===== config.mk =====
export PLATFORM = sky130hd
export DESIGN_NAME = cpl_core
export DESIGN_NICKNAME = d
export VERILOG_FILES = /design/src/rtl/cpl_pkg.sv /design/src/rtl/cpl_core.sv
export VERILOG_INCLUDE_DIRS = /design/src /design/src/rtl
export SDC_FILE = /design/constraint.sdc
export NUM_CORES = 1
export LEC_CHECK = 0
export ABC_AREA = 0
export BUFFER_PORTS_ARGS = -buffer_cell sky130_fd_sc_hd__buf_2
export CAP_MARGIN = 20
export CORE_MARGIN = 2
export CORE_UTILIZATION = 60
export DETAILED_ROUTE_END_ITERATION = 6
export GPL_TIMING_DRIVEN = 0
export PLACE_DENSITY = 0.76
export REMOVE_ABC_BUFFERS = 1
export SLEW_MARGIN = 20
export SYNTH_ARGS = -nofsm -noshare
export SYNTH_HDL_FRONTEND = slang
export SYNTH_SLANG_ARGS = --single-unit

===== constraint.sdc =====
create_clock -name core_clk -period 6.4 [get_ports core_clk]
set_clock_uncertainty 0.1 [all_clocks]
set_input_delay 0.96 -clock core_clk [delete_from_list [all_inputs] [get_ports core_clk]]
set_output_delay 0.96 -clock core_clk [all_outputs]
set_load 0.05 [all_outputs]

===== src/rtl/cpl_cfg.svh =====
/*
 constants for the channel protection latch logic: offsets, bits, timing.
 assumes a 20 MHz core clock and 32-bit register words.
*/
`ifndef CPL_CFG_SVH
`define CPL_CFG_SVH
`define CPL_NCH 6
`define CPL_CLK_HZ 20000000
// trip delay in microseconds, converted to core clock cycles
`define CPL_TRIP_US 7000
`define CPL_TRIP_CYC (`CPL_TRIP_US * (`CPL_CLK_HZ / 1000000))
`define CPL_RETRY_LIMIT 4
`define CPL_OUT_OFS 8'h00
`define CPL_HARDWARE_CONFIG_REG_OFS 8'h04
`define CPL_CFG_OFS 8'h08
`define CPL_ERR_OFS 8'h0C
`define CPL_LAT_OFS 8'h10
`define CPL_STAT_OFS 8'h14
`define CPL_CLR_BIT 0
`define CPL_COMB_BIT 3
`define CPL_LAT_OT_POS 8
`define CPL_LAT_RT_POS 16
`define CPL_STAT_RED_POS 8
`endif


===== src/rtl/cpl_pkg.sv =====
/*
 types for the channel protection latch logic.
 assumes nothing beyond a SystemVerilog package scope.
*/
package cpl_pkg;
	typedef enum logic [1:0]
	{
		CPL_OKAY = 2'h0,
		CPL_SLVERR = 2'h2
	} cpl_resp_t;
endpackage

===== src/rtl/cpl_core.sv =====
/*
 per-channel fault handling of a multi-channel high-side switch, with an
 AXI4-Lite register slave. assumes comparator and sensor flags arrive
 asynchronously from the power stage and are resynchronised here.
*/
`include "cpl_cfg.svh"

// What this block does
// - high drain-source voltage and trip level while turning on: off, latch
// - after trip delay with no over-temperature, use the reduced threshold
// - trip delay restarts on dynamic or over-current shutdown, input change
// - on and reduced threshold exceeded: switch off and latch at once
// - over-current latch holds until software writes one to latch clear
// - after latch clear, channel returns on at once if still requested
// - over-temperature flag switches channel off and sets its latch
// - over-temperature latch clears only when cooled and clear command given
// - dynamic temperature trip switches off, reactivates automatically later
// - reactivations counted; beyond limit, retry latch until latch clear
// - below limit, a rising request resets the reactivation count
// - error flag set while in dynamic temperature shutdown
// - reading error flag clears it; set again while fault persists
// - during auto restart the flag is clearable and set on new trip
// - supply over-voltage adds no shutdown; channel follows request
// - error flag also set during over-current shutdown
// - combine select bit 3 picks OR or AND of pin and output bit
// - output control bit zero means off, one means on
module cpl_core
	import cpl_pkg::*;
#(
	parameter int NCH = `CPL_NCH,
	parameter int TRIP_CYC = `CPL_TRIP_CYC,
	parameter int RETRY_LIMIT = `CPL_RETRY_LIMIT
)
(
	input wire logic core_clk,
	input wire logic rst_b,
	input wire logic [7:0] s_axi_awaddr,
	input wire logic s_axi_awvalid,
	output logic s_axi_awready,
	input wire logic [31:0] s_axi_wdata,
	input wire logic [3:0] s_axi_wstrb,
	input wire logic s_axi_wvalid,
	output logic s_axi_wready,
	output logic [1:0] s_axi_bresp,
	output logic s_axi_bvalid,
	input wire logic s_axi_bready,
	input wire logic [7:0] s_axi_araddr,
	input wire logic s_axi_arvalid,
	output logic s_axi_arready,
	output logic [31:0] s_axi_rdata,
	output logic [1:0] s_axi_rresp,
	output logic s_axi_rvalid,
	input wire logic s_axi_rready,
	input wire logic [NCH-1:0] in_pin,
	input wire logic [NCH-1:0] vds_high,
	input wire logic [NCH-1:0] oc_vtrip,
	input wire logic [NCH-1:0] oc_itrip,
	input wire logic [NCH-1:0] over_temp,
	input wire logic [NCH-1:0] temp_cooled,
	input wire logic [NCH-1:0] dyn_temp,
	output logic [NCH-1:0] ch_on,
	output logic [NCH-1:0] red_thr_sel
);
	localparam int SW = 7 * NCH;
	localparam int TW = $clog2(TRIP_CYC + 1);
	localparam logic [TW-1:0] TRIP_END = TW'(TRIP_CYC);
	localparam logic [3:0] RLIM = 4'(RETRY_LIMIT);
	// true for offsets this slave answers on; status words are read-only
	function automatic logic is_mapped(input logic [7:0] a, input logic wr);
		return (a == `CPL_OUT_OFS) || (a == `CPL_HARDWARE_CONFIG_REG_OFS)
			|| (a == `CPL_CFG_OFS) || (!wr && ((a == `CPL_ERR_OFS)
			|| (a == `CPL_LAT_OFS) || (a == `CPL_STAT_OFS)));
	endfunction
	logic [SW-1:0] s1_reg, s2_reg, s3_reg, flt_reg;
	logic [NCH-1:0] pin_f, vds_f, vtrip_f, itrip_f, ot_f, cool_f, dyn_f;
	logic [NCH-1:0] out_reg, out_prev_reg, pin_prev_reg;
	logic comb_and_reg, clr_reg;
	logic [NCH-1:0] oc_reg, ot_reg, rt_reg, pause_reg, err_reg;
	logic [TW-1:0] trip_cnt_reg [NCH];
	logic [3:0] retry_cnt_reg [NCH];
	logic [NCH-1:0] req, req_prev, rise, chg, oc_set, dyn_trip, react, kill;
	logic [NCH-1:0] rt_set, blocked;
	logic aw_got_reg, w_got_reg, aw_hs, w_hs, ar_hs, wr_go, err_rd;
	logic [7:0] wa_reg, wa;
	logic [31:0] wd_reg, wd;
	logic [3:0] ws_reg, ws;
	// pins and comparators: three stages, a change counts when 2 and 3 agree
	always_ff @(posedge core_clk or negedge rst_b)
	begin
		if (!rst_b)
		begin
			s1_reg <= '0;
			s2_reg <= '0;
			s3_reg <= '0;
			flt_reg <= '0;
		end
		else
		begin
			s1_reg <= {in_pin, vds_high, oc_vtrip, oc_itrip, over_temp,
				temp_cooled, dyn_temp};
			s2_reg <= s1_reg;
			s3_reg <= s2_reg;
			flt_reg <= (s2_reg == s3_reg) ? s3_reg : flt_reg;
		end
	end
	assign {pin_f, vds_f, vtrip_f, itrip_f, ot_f, cool_f, dyn_f} = flt_reg;
	// request forming; change detect feeds the trip delay and retry reset
	assign req = comb_and_reg ? (pin_f & out_reg)
		: (pin_f | out_reg);
	assign req_prev = comb_and_reg ? (pin_prev_reg & out_prev_reg)
		: (pin_prev_reg | out_prev_reg);
	assign rise = req & ~req_prev;
	assign chg = (pin_f ^ pin_prev_reg) | (out_reg ^ out_prev_reg);
	// fault events of this cycle
	assign oc_set = ch_on & ((vds_f & vtrip_f & ~red_thr_sel)
		| (red_thr_sel & itrip_f));
	assign dyn_trip = dyn_f & ch_on & ~pause_reg;
	assign react = pause_reg & ~dyn_f;
	assign kill = oc_set | ot_f | dyn_trip;
	assign blocked = oc_reg | ot_reg | rt_reg | pause_reg;
	// retry latch source and reduced threshold select, per channel
	always_comb
	begin
		rt_set = '0;
		red_thr_sel = '0;
		for (int i = 0; i < NCH; i++)
		begin
			rt_set[i] = react[i] && (retry_cnt_reg[i] == RLIM);
			red_thr_sel[i] = (trip_cnt_reg[i] == TRIP_END);
		end
	end
	// switch drive plus pin and output bit history for edge detection;
	// supply over-voltage is not a shutdown source
	always_ff @(posedge core_clk or negedge rst_b)
	begin
		if (!rst_b)
		begin
			ch_on <= '0;
			pin_prev_reg <= '0;
			out_prev_reg <= '0;
		end
		else
		begin
			ch_on <= req & ~blocked & ~kill;
			pin_prev_reg <= pin_f;
			out_prev_reg <= out_reg;
		end
	end
	// latches and restart pause: the setting event wins over a clear
	always_ff @(posedge core_clk or negedge rst_b)
	begin
		if (!rst_b)
		begin
			oc_reg <= '0;
			ot_reg <= '0;
			rt_reg <= '0;
			pause_reg <= '0;
		end
		else
		begin
			oc_reg <= (oc_reg & ~{NCH{clr_reg}}) | oc_set;
			// no clock-free path here: unpowered latching is analog's job
			ot_reg <= (ot_reg & ~({NCH{clr_reg}} & cool_f)) | ot_f;
			rt_reg <= (rt_reg & ~{NCH{clr_reg}}) | rt_set;
			// pause ends when the dynamic sensor releases
			pause_reg <= (pause_reg & dyn_f) | dyn_trip;
		end
	end
	// reactivation count, restarted by a rising request below the limit;
	// trip delay saturates, its end selects the reduced threshold
	always_ff @(posedge core_clk or negedge rst_b)
	begin
		if (!rst_b)
		begin
			for (int i = 0; i < NCH; i++)
			begin
				retry_cnt_reg[i] <= 4'h0;
				trip_cnt_reg[i] <= '0;
			end
		end
		else
		begin
			for (int i = 0; i < NCH; i++)
			begin
				if (clr_reg && rt_reg[i])
					retry_cnt_reg[i] <= 4'h0;
				else if (react[i] && retry_cnt_reg[i] != RLIM)
					retry_cnt_reg[i] <= retry_cnt_reg[i] + 4'h1;
				else if (rise[i] && retry_cnt_reg[i] < RLIM)
					retry_cnt_reg[i] <= 4'h0;
				if (!ch_on[i] || ot_reg[i] || kill[i] || chg[i])
					trip_cnt_reg[i] <= '0;
				else if (trip_cnt_reg[i] != TRIP_END)
					trip_cnt_reg[i] <= trip_cnt_reg[i] + TW'(1);
			end
		end
	end
	// error flags: read clears, a live over-current or dynamic temperature fault sets again and wins
	always_ff @(posedge core_clk or negedge rst_b)
	begin
		if (!rst_b)
			err_reg <= '0;
		else
			err_reg <= (err_reg & ~{NCH{err_rd}})
				| pause_reg | dyn_trip
				| oc_reg | oc_set;
	end
	// write side: address and data may come in either order
	assign s_axi_awready = !aw_got_reg && !s_axi_bvalid;
	assign s_axi_wready = !w_got_reg && !s_axi_bvalid;
	assign aw_hs = s_axi_awvalid && s_axi_awready;
	assign w_hs = s_axi_wvalid && s_axi_wready;
	assign wa = aw_hs ? s_axi_awaddr : wa_reg;
	assign wd = w_hs ? s_axi_wdata : wd_reg;
	assign ws = w_hs ? s_axi_wstrb : ws_reg;
	assign wr_go = (aw_hs || aw_got_reg) && (w_hs || w_got_reg);
	always_ff @(posedge core_clk or negedge rst_b)
	begin
		if (!rst_b)
		begin
			aw_got_reg <= 1'b0;
			w_got_reg <= 1'b0;
			wa_reg <= 8'h00;
			wd_reg <= 32'h0000_0000;
			ws_reg <= 4'h0;
			s_axi_bvalid <= 1'b0;
			s_axi_bresp <= CPL_OKAY;
		end
		else
		begin
			if (aw_hs)
				wa_reg <= s_axi_awaddr;
			if (w_hs)
			begin
				wd_reg <= s_axi_wdata;
				ws_reg <= s_axi_wstrb;
			end
			aw_got_reg <= (aw_got_reg || aw_hs) && !wr_go;
			w_got_reg <= (w_got_reg || w_hs) && !wr_go;
			if (wr_go)
			begin
				s_axi_bvalid <= 1'b1;
				s_axi_bresp <= is_mapped(wa, 1'b1) ? CPL_OKAY : CPL_SLVERR;
			end
			else if (s_axi_bready)
				s_axi_bvalid <= 1'b0;
		end
	end
	// control registers; latch clear is a one-cycle pulse, reads as zero
	always_ff @(posedge core_clk or negedge rst_b)
	begin
		if (!rst_b)
		begin
			out_reg <= '0;
			comb_and_reg <= 1'b0;
			clr_reg <= 1'b0;
		end
		else
		begin
			clr_reg <= wr_go && ws[0] && (wa == `CPL_HARDWARE_CONFIG_REG_OFS)
				&& wd[`CPL_CLR_BIT];
			if (wr_go && ws[0] && (wa == `CPL_OUT_OFS))
				out_reg <= wd[NCH-1:0];
			if (wr_go && ws[0] && (wa == `CPL_CFG_OFS))
				comb_and_reg <= wd[`CPL_COMB_BIT];
		end
	end
	// read side: one read at a time, data registered with the response
	assign s_axi_arready = !s_axi_rvalid;
	assign ar_hs = s_axi_arvalid && s_axi_arready;
	assign err_rd = ar_hs && (s_axi_araddr == `CPL_ERR_OFS);

	always_ff @(posedge core_clk or negedge rst_b)
	begin
		if (!rst_b)
		begin
			s_axi_rvalid <= 1'b0;
			s_axi_rdata <= 32'h0000_0000;
			s_axi_rresp <= CPL_OKAY;
		end
		else if (ar_hs)
		begin
			s_axi_rvalid <= 1'b1;
			s_axi_rresp <= is_mapped(s_axi_araddr, 1'b0) ? CPL_OKAY : CPL_SLVERR;
			s_axi_rdata <= 32'h0000_0000;
			case (s_axi_araddr)
				`CPL_OUT_OFS: s_axi_rdata[NCH-1:0] <= out_reg;
				`CPL_CFG_OFS: s_axi_rdata[`CPL_COMB_BIT] <= comb_and_reg;
				`CPL_ERR_OFS: s_axi_rdata[NCH-1:0] <= err_reg;
				`CPL_LAT_OFS:
				begin
					s_axi_rdata[NCH-1:0] <= oc_reg;
					s_axi_rdata[`CPL_LAT_OT_POS +: NCH] <= ot_reg;
					s_axi_rdata[`CPL_LAT_RT_POS +: NCH] <= rt_reg;
				end
				`CPL_STAT_OFS:
				begin
					s_axi_rdata[NCH-1:0] <= ch_on;
					s_axi_rdata[`CPL_STAT_RED_POS +: NCH] <= red_thr_sel;
				end
				default: s_axi_rdata <= 32'h0000_0000;
			endcase
		end
		else if (s_axi_rready)
			s_axi_rvalid <= 1'b0;
	end
endmodule


[Word-level counts from Yosys, hierarchy flattened]
Cells that the tools add are included.
Cells by class
  add/subtract/negate cells: 12
  $lt $le $gt $ge: 6
  equal/unequal tests: 32
  muxes and demuxes: 46
  bitwise logic cells: 46
  reductions and logical operators: 92
Operators by type and width (count)
  2-to-1 mux 18 bit: 12
  adder 18 x 1 -> 18 bit (second input constant): 6
  bitwise AND 6 bit: 18
  == test 18 bit (second input constant): 6
  inequality test 18 bit (second input constant): 6
  OR 6 bit: 17
  2-to-1 mux 4 bit: 18
  inverter 6 bit: 9
  == test 42 bit: 1
  logical AND 1 bit: 38
  logical OR 1 bit: 27
  adder 4 x 1 -> 4 bit (second input constant): 6
  == test 4 x 3 -> 1 bit (second input constant): 6
  == test 8 x 4 -> 1 bit (second input constant): 3
  less-than comparator 4 x 3 -> 1 bit (second input constant): 6
  2-to-1 mux 6 bit: 4
  inequality test 4 x 3 -> 1 bit (second input constant): 6
  nonzero test 3 bit: 6
  == test 8 x 3 -> 1 bit (second input constant): 2
  == test 8 x 5 -> 1 bit (second input constant): 2
  zero test 8 bit: 2
  nonzero test 2 bit: 8
  one-hot mux 3 bit (4 select lines): 1
  one-hot mux 6 bit (2 select lines): 1
  7 further kinds: 23
Word-level totals
  flip-flop bits (word level): 397
  input bits: 101
  output and inout port bits: 53
  logic and storage cells: 271

[Longest topological paths before layout]
  depth in word-level cells: 10
  mapped depth: 9
  gate-level depth less buffers: 7

[Worst setup path after synthesis]
Ideal clock, no wire load.
  kind: flip-flop to output port
  start point: reg trip_cnt_reg[18] in the netlist's numbering
  end point: out red_thr_sel[4]
  arrival: 2.573 ns
  required time: 5.340 ns
  setup slack: 2.767 ns
  cell stages (with the launch flop): 5
  path buffers: 0
  path through: dfrtp_1 > inv_1 > ha_1 > or4bb_1 > nor4_1
Between the ends
  cells in the longest elaborated chain, start to end: 1
RTL lines
  from (decl): line cpl_core.sv:79  | logic [TW-1:0] trip_cnt_reg [NCH];
  from (signal, indexed assignment): line cpl_core.sv:194  | trip_cnt_reg[i] <= trip_cnt_reg[i] + TW'(1);
  == test 18 bit: line cpl_core.sv:129  | red_thr_sel[i] = (trip_cnt_reg[i] == TRIP_END);
  to (decl): line cpl_core.sv:62  | output logic [NCH-1:0] red_thr_sel
No other way between the ends.

[Final worst setup path]
  start point: reg trip_cnt_reg[12] in the netlist's numbering
  end point: out red_thr_sel[5]
Same word-level chain as after synthesis.

==> summary.md <==
| Metric | Value |
|---|---|
| R2R Path Start | `s3_reg[41]` |
| Crit-path slowest cell | `or4b_2` |
| Largest register FFs | `108` |
| CTS clk-pin slew, worst paths | `0.06 ns` |
| Global-route wire length before repair | `55,500 microns` |
| Post-CTS sizing | `0` |
| Crit-path max FO | `4` |
| Area of the multi-input gates | `6280 sq um` |
| Critical path required time | `5.34 ns` |
| Mean Syn Cell Area | `11.6 sq um` |
| Top Family by Delay on Critical Path | `simple AND/OR/NAND/NOR gates` |
| GR Util All Layers | `24.1%` |
| Drc violations | `0` |
| Final-layout fill cell count | `1,902` |
| Initial core utilization | `61.2%` |
| Place WS | `2.79 ns` |
| Final #Nets | `1,690` |
| Initial antenna violation count | `0` |
| Final Hold Vio Count | `0` |
| IO Port Bufs | `108` |
| Worst Reg-to-Reg Cells | `9` |
| Post-DR wirelength/cell | `17.3 microns` |
| Final setup fails | `0` |
| DRT met1 WL | `15,000 microns` |
| CTS root buf | `clkbuf_16` |
| Maximum vdd ir drop | `0.000404 V` |
| Register area | `9880 sq um` |
| Worst R2R Setup Slack | `3.17 ns` |
| CTS Buf Count | `41` |
| Worst Setup Start Kind | `register` |
| Core area | `27,000 sq um` |
| Final wirelength | `33,500 microns` |
| CP max stage delay | `0.67 ns` |
| Number of synthesized flops with an enable pin | `0` |
| Final worst slack | `2.83 ns` |
| Total Power | `0.00574 W` |
| PD cells | `303 nW/um^2` |
| Yosys warning count | `0` |
| Comb power frac | `9.1%` |
| ANT cells | `0` |
| Fin crit period | `3.57 ns` |
| Detailed Place HPWL | `22,500 microns` |
| Max clock buf depth | `3` |
| Drt pass-1 iters | `5` |
| Worst Path Arrival | `2.51 ns` |
| Die Area | `28,900 sq um` |
| Status | `finished, final reports clean` |
| DRT iter0 DRCs | `728` |
| Max Transition Viols Final | `0` |
| Clock Power Share | `43.1%` |
| Synthesized area | `16,500 sq um` |
| Largest net degree at the start of global routing | `102` |
| Fin area | `18,900 sq um` |
| Placed cell area | `17,500 sq um` |
| Vias/cell | `5.61` |
| IO Pins | `154` |
| Placer Congestion | `0.824` |
| Commonest non-fill, non-tap cell in the layout | `dfrtp_1` |
| Main synth FF type | `dfrtp_1` |
| Asr flop ratio synth | `100%` |
| Period utilization | `55.7%` |
| Setup Crit Path Kind | `reg2out` |
| Synthesis-stage register bit count | `395` |
| H-tree Lvls | `2` |
| Relative slew margins | `27.2%` |
| Peak Freq | `280 MHz` |
| WP buf/inv | `1` |
| CTS tree | `built` |
| GRT overflow | `0` |
| Vias in the first global route | `10,920` |
| DIE WIDTH | `170 microns` |
| Final ANT Viol Nets | `0` |
| Post-CTS Setup Repair Bufs | `0` |
| Routed wire length on met3 | `1880 microns` |
| Share of layout cells above drive strength 1 | `16.9%` |
| Die Y | `170 microns` |
| RSZ-0062 raised after global routing | `no` |
| Critical Path End Type | `primary output` |
| Met2 routed WL | `15,700 microns` |
| Cell Chain, Critical Path | `or4b_2 -> nor3_1 -> and2_1 -> buf_2` |
| P_int | `0.00430 W` |
| Distinct cells, synth | `68` |
| Min-Delay Path Class | `in2async` |
| Finished Core Util | `70.0%` |
| Top Metal Used | `met4` |
| Total net switching power | `0.00144 W` |
| CTS Sinks | `395` |
| Commonest non-fill, non-tap cells in the layout | `dfrtp_1 (395), nor2_1 (172), buf_2 (110), nand2_1 (98), xor2_1 (91)` |
| Worst skew pair latency | `0.53 ns` |
| Sw Share | `25.1%` |
| Seq pwr share | `47.7%` |
| Slew @ Worst Pin | `1.09 ns` |
| CTS Hold Bufs | `0` |
| Sequential fraction of the synthesis area | `59.7%` |
| Leakage | `8.46 nW` |
| Cells after Synth | `1,431` |
| Cell Rows | `60` |
| Vias | `10,860` |
| Reg2reg end | `flt_reg[6]` |
| Area Overhead vs Synth | `14.4%` |
| Max cap viols | `0` |
## logic make-up after synthesis
group	after synthesis	share of synthesized area, %
other cells	1	0.0227
compound gates	132	5.45
xor+xnor	159	8.42
mux	79	5.26
flops	395	59.7
fa+ha+maj	28	2.06
simple gates	536	16.2
buf+inv	101	2.84
## power by group through the flow
stage | Combinational [W] | Sequential (W) | Clock [W]
detailed placement | 0.000525 | 0.00278 | 0
floorplan | 0.000289 | 0.00281 | 0
CTS | 0.000531 | 0.00274 | 0.00252
global route | 0.000576 | 0.00275 | 0.00263
global placement | 0.000504 | 0.00277 | 0
finish | 0.000523 | 0.00274 | 0.00247
## area by class of cell
| type | count | area share [%] |
|---|---|---|
| clock buffer | 52 | 5.90 |
| clock inverter | 20 | 1.53 |
| inverter | 57 | 1.13 |
| multi-input combinational | 950 | 33.2 |
| sequential | 395 | 52.2 |
| tap | 341 | 2.25 |
| timing repair buffer | 120 | 3.81 |
## layer usage
| layer | up-vias | global-route usage, % |
|---|---|---|
| met1 | 5344 | 34.3 |
| met2 | 274 | 38.0 |
| met5 | - | 0 |
| met4 | 0 | 8.14 |
| met3 | 62 | 4.37 |
| li1 | 5180 | - |
## worst reg2reg max path, cell delays in order (launching register included)
cell and delay (ns):
dfrtp_1 0.43, xor2_1 0.19, nor4_1 0.42, nand4_1 0.29
nor3_2 0.55, buf_4 0.26, buf_6 0.17, buf_4 0.21
buf_6 0.16, mux2_2 0.34
## cell usage after synthesis, drive strengths merged, types with 8 or more instances
| cell | count | area [sq um] |
|---|---|---|
| nor2b | 9 | 56.3 |
| a21oi | 25 | 125 |
| and4 | 10 | 87.6 |
| o21ai | 32 | 160 |
| nor2 | 173 | 649 |
| nand4 | 29 | 181 |
| clkbuf | 15 | 56.3 |
| nor4 | 30 | 188 |
| ha | 24 | 300 |
| dfrtp | 395 | 9880 |
| nand2 | 98 | 368 |
| nor3 | 32 | 160 |
| nand3b | 11 | 82.6 |
| nand2b | 16 | 100 |
| xor2 | 91 | 797 |
| buf | 29 | 200 |
| a22oi | 8 | 60.1 |
| mux2 | 64 | 721 |
| mux2i | 15 | 150 |
| and3 | 17 | 106 |
| or4 | 9 | 67.6 |
| a221oi | 8 | 70.1 |
| inv | 57 | 214 |
| xnor2 | 68 | 596 |
| nand3 | 65 | 325 |
## per-stage QoR
| stage | cells | hold slack (ns) | setup TNS (ns) |
|---|---|---|---|
| after floorplan | 1402 | 0.231 | 0 |
| after global placement | 1851 | 0.233 | -1306.05 |
| after detailed placement | 1863 | 0.235 | 0 |
| after CTS | 1935 | 0.165 | 0 |
| after global routing | 1935 | 0.163 | 0 |
| final | 1935 | 0.171 | 0 |
## worst max path at each step
stage	end	start	cells past startpoint	slack (ns)
finish	red_thr_sel[5]	trip_cnt_reg[12]	4	2.83
global route	red_thr_sel[5]	trip_cnt_reg[12]	4	2.75
CTS	red_thr_sel[5]	trip_cnt_reg[12]	4	2.82
detailed placement	s_axi_rdata[11]	s_axi_araddr[0]	6	2.79
global placement	trip_cnt_reg[77]	rst_b	1	-3.29
floorplan	flt_reg[0]	s3_reg[37]	5	1.90
No activity file was read; power rests on OpenSTA's default activity.
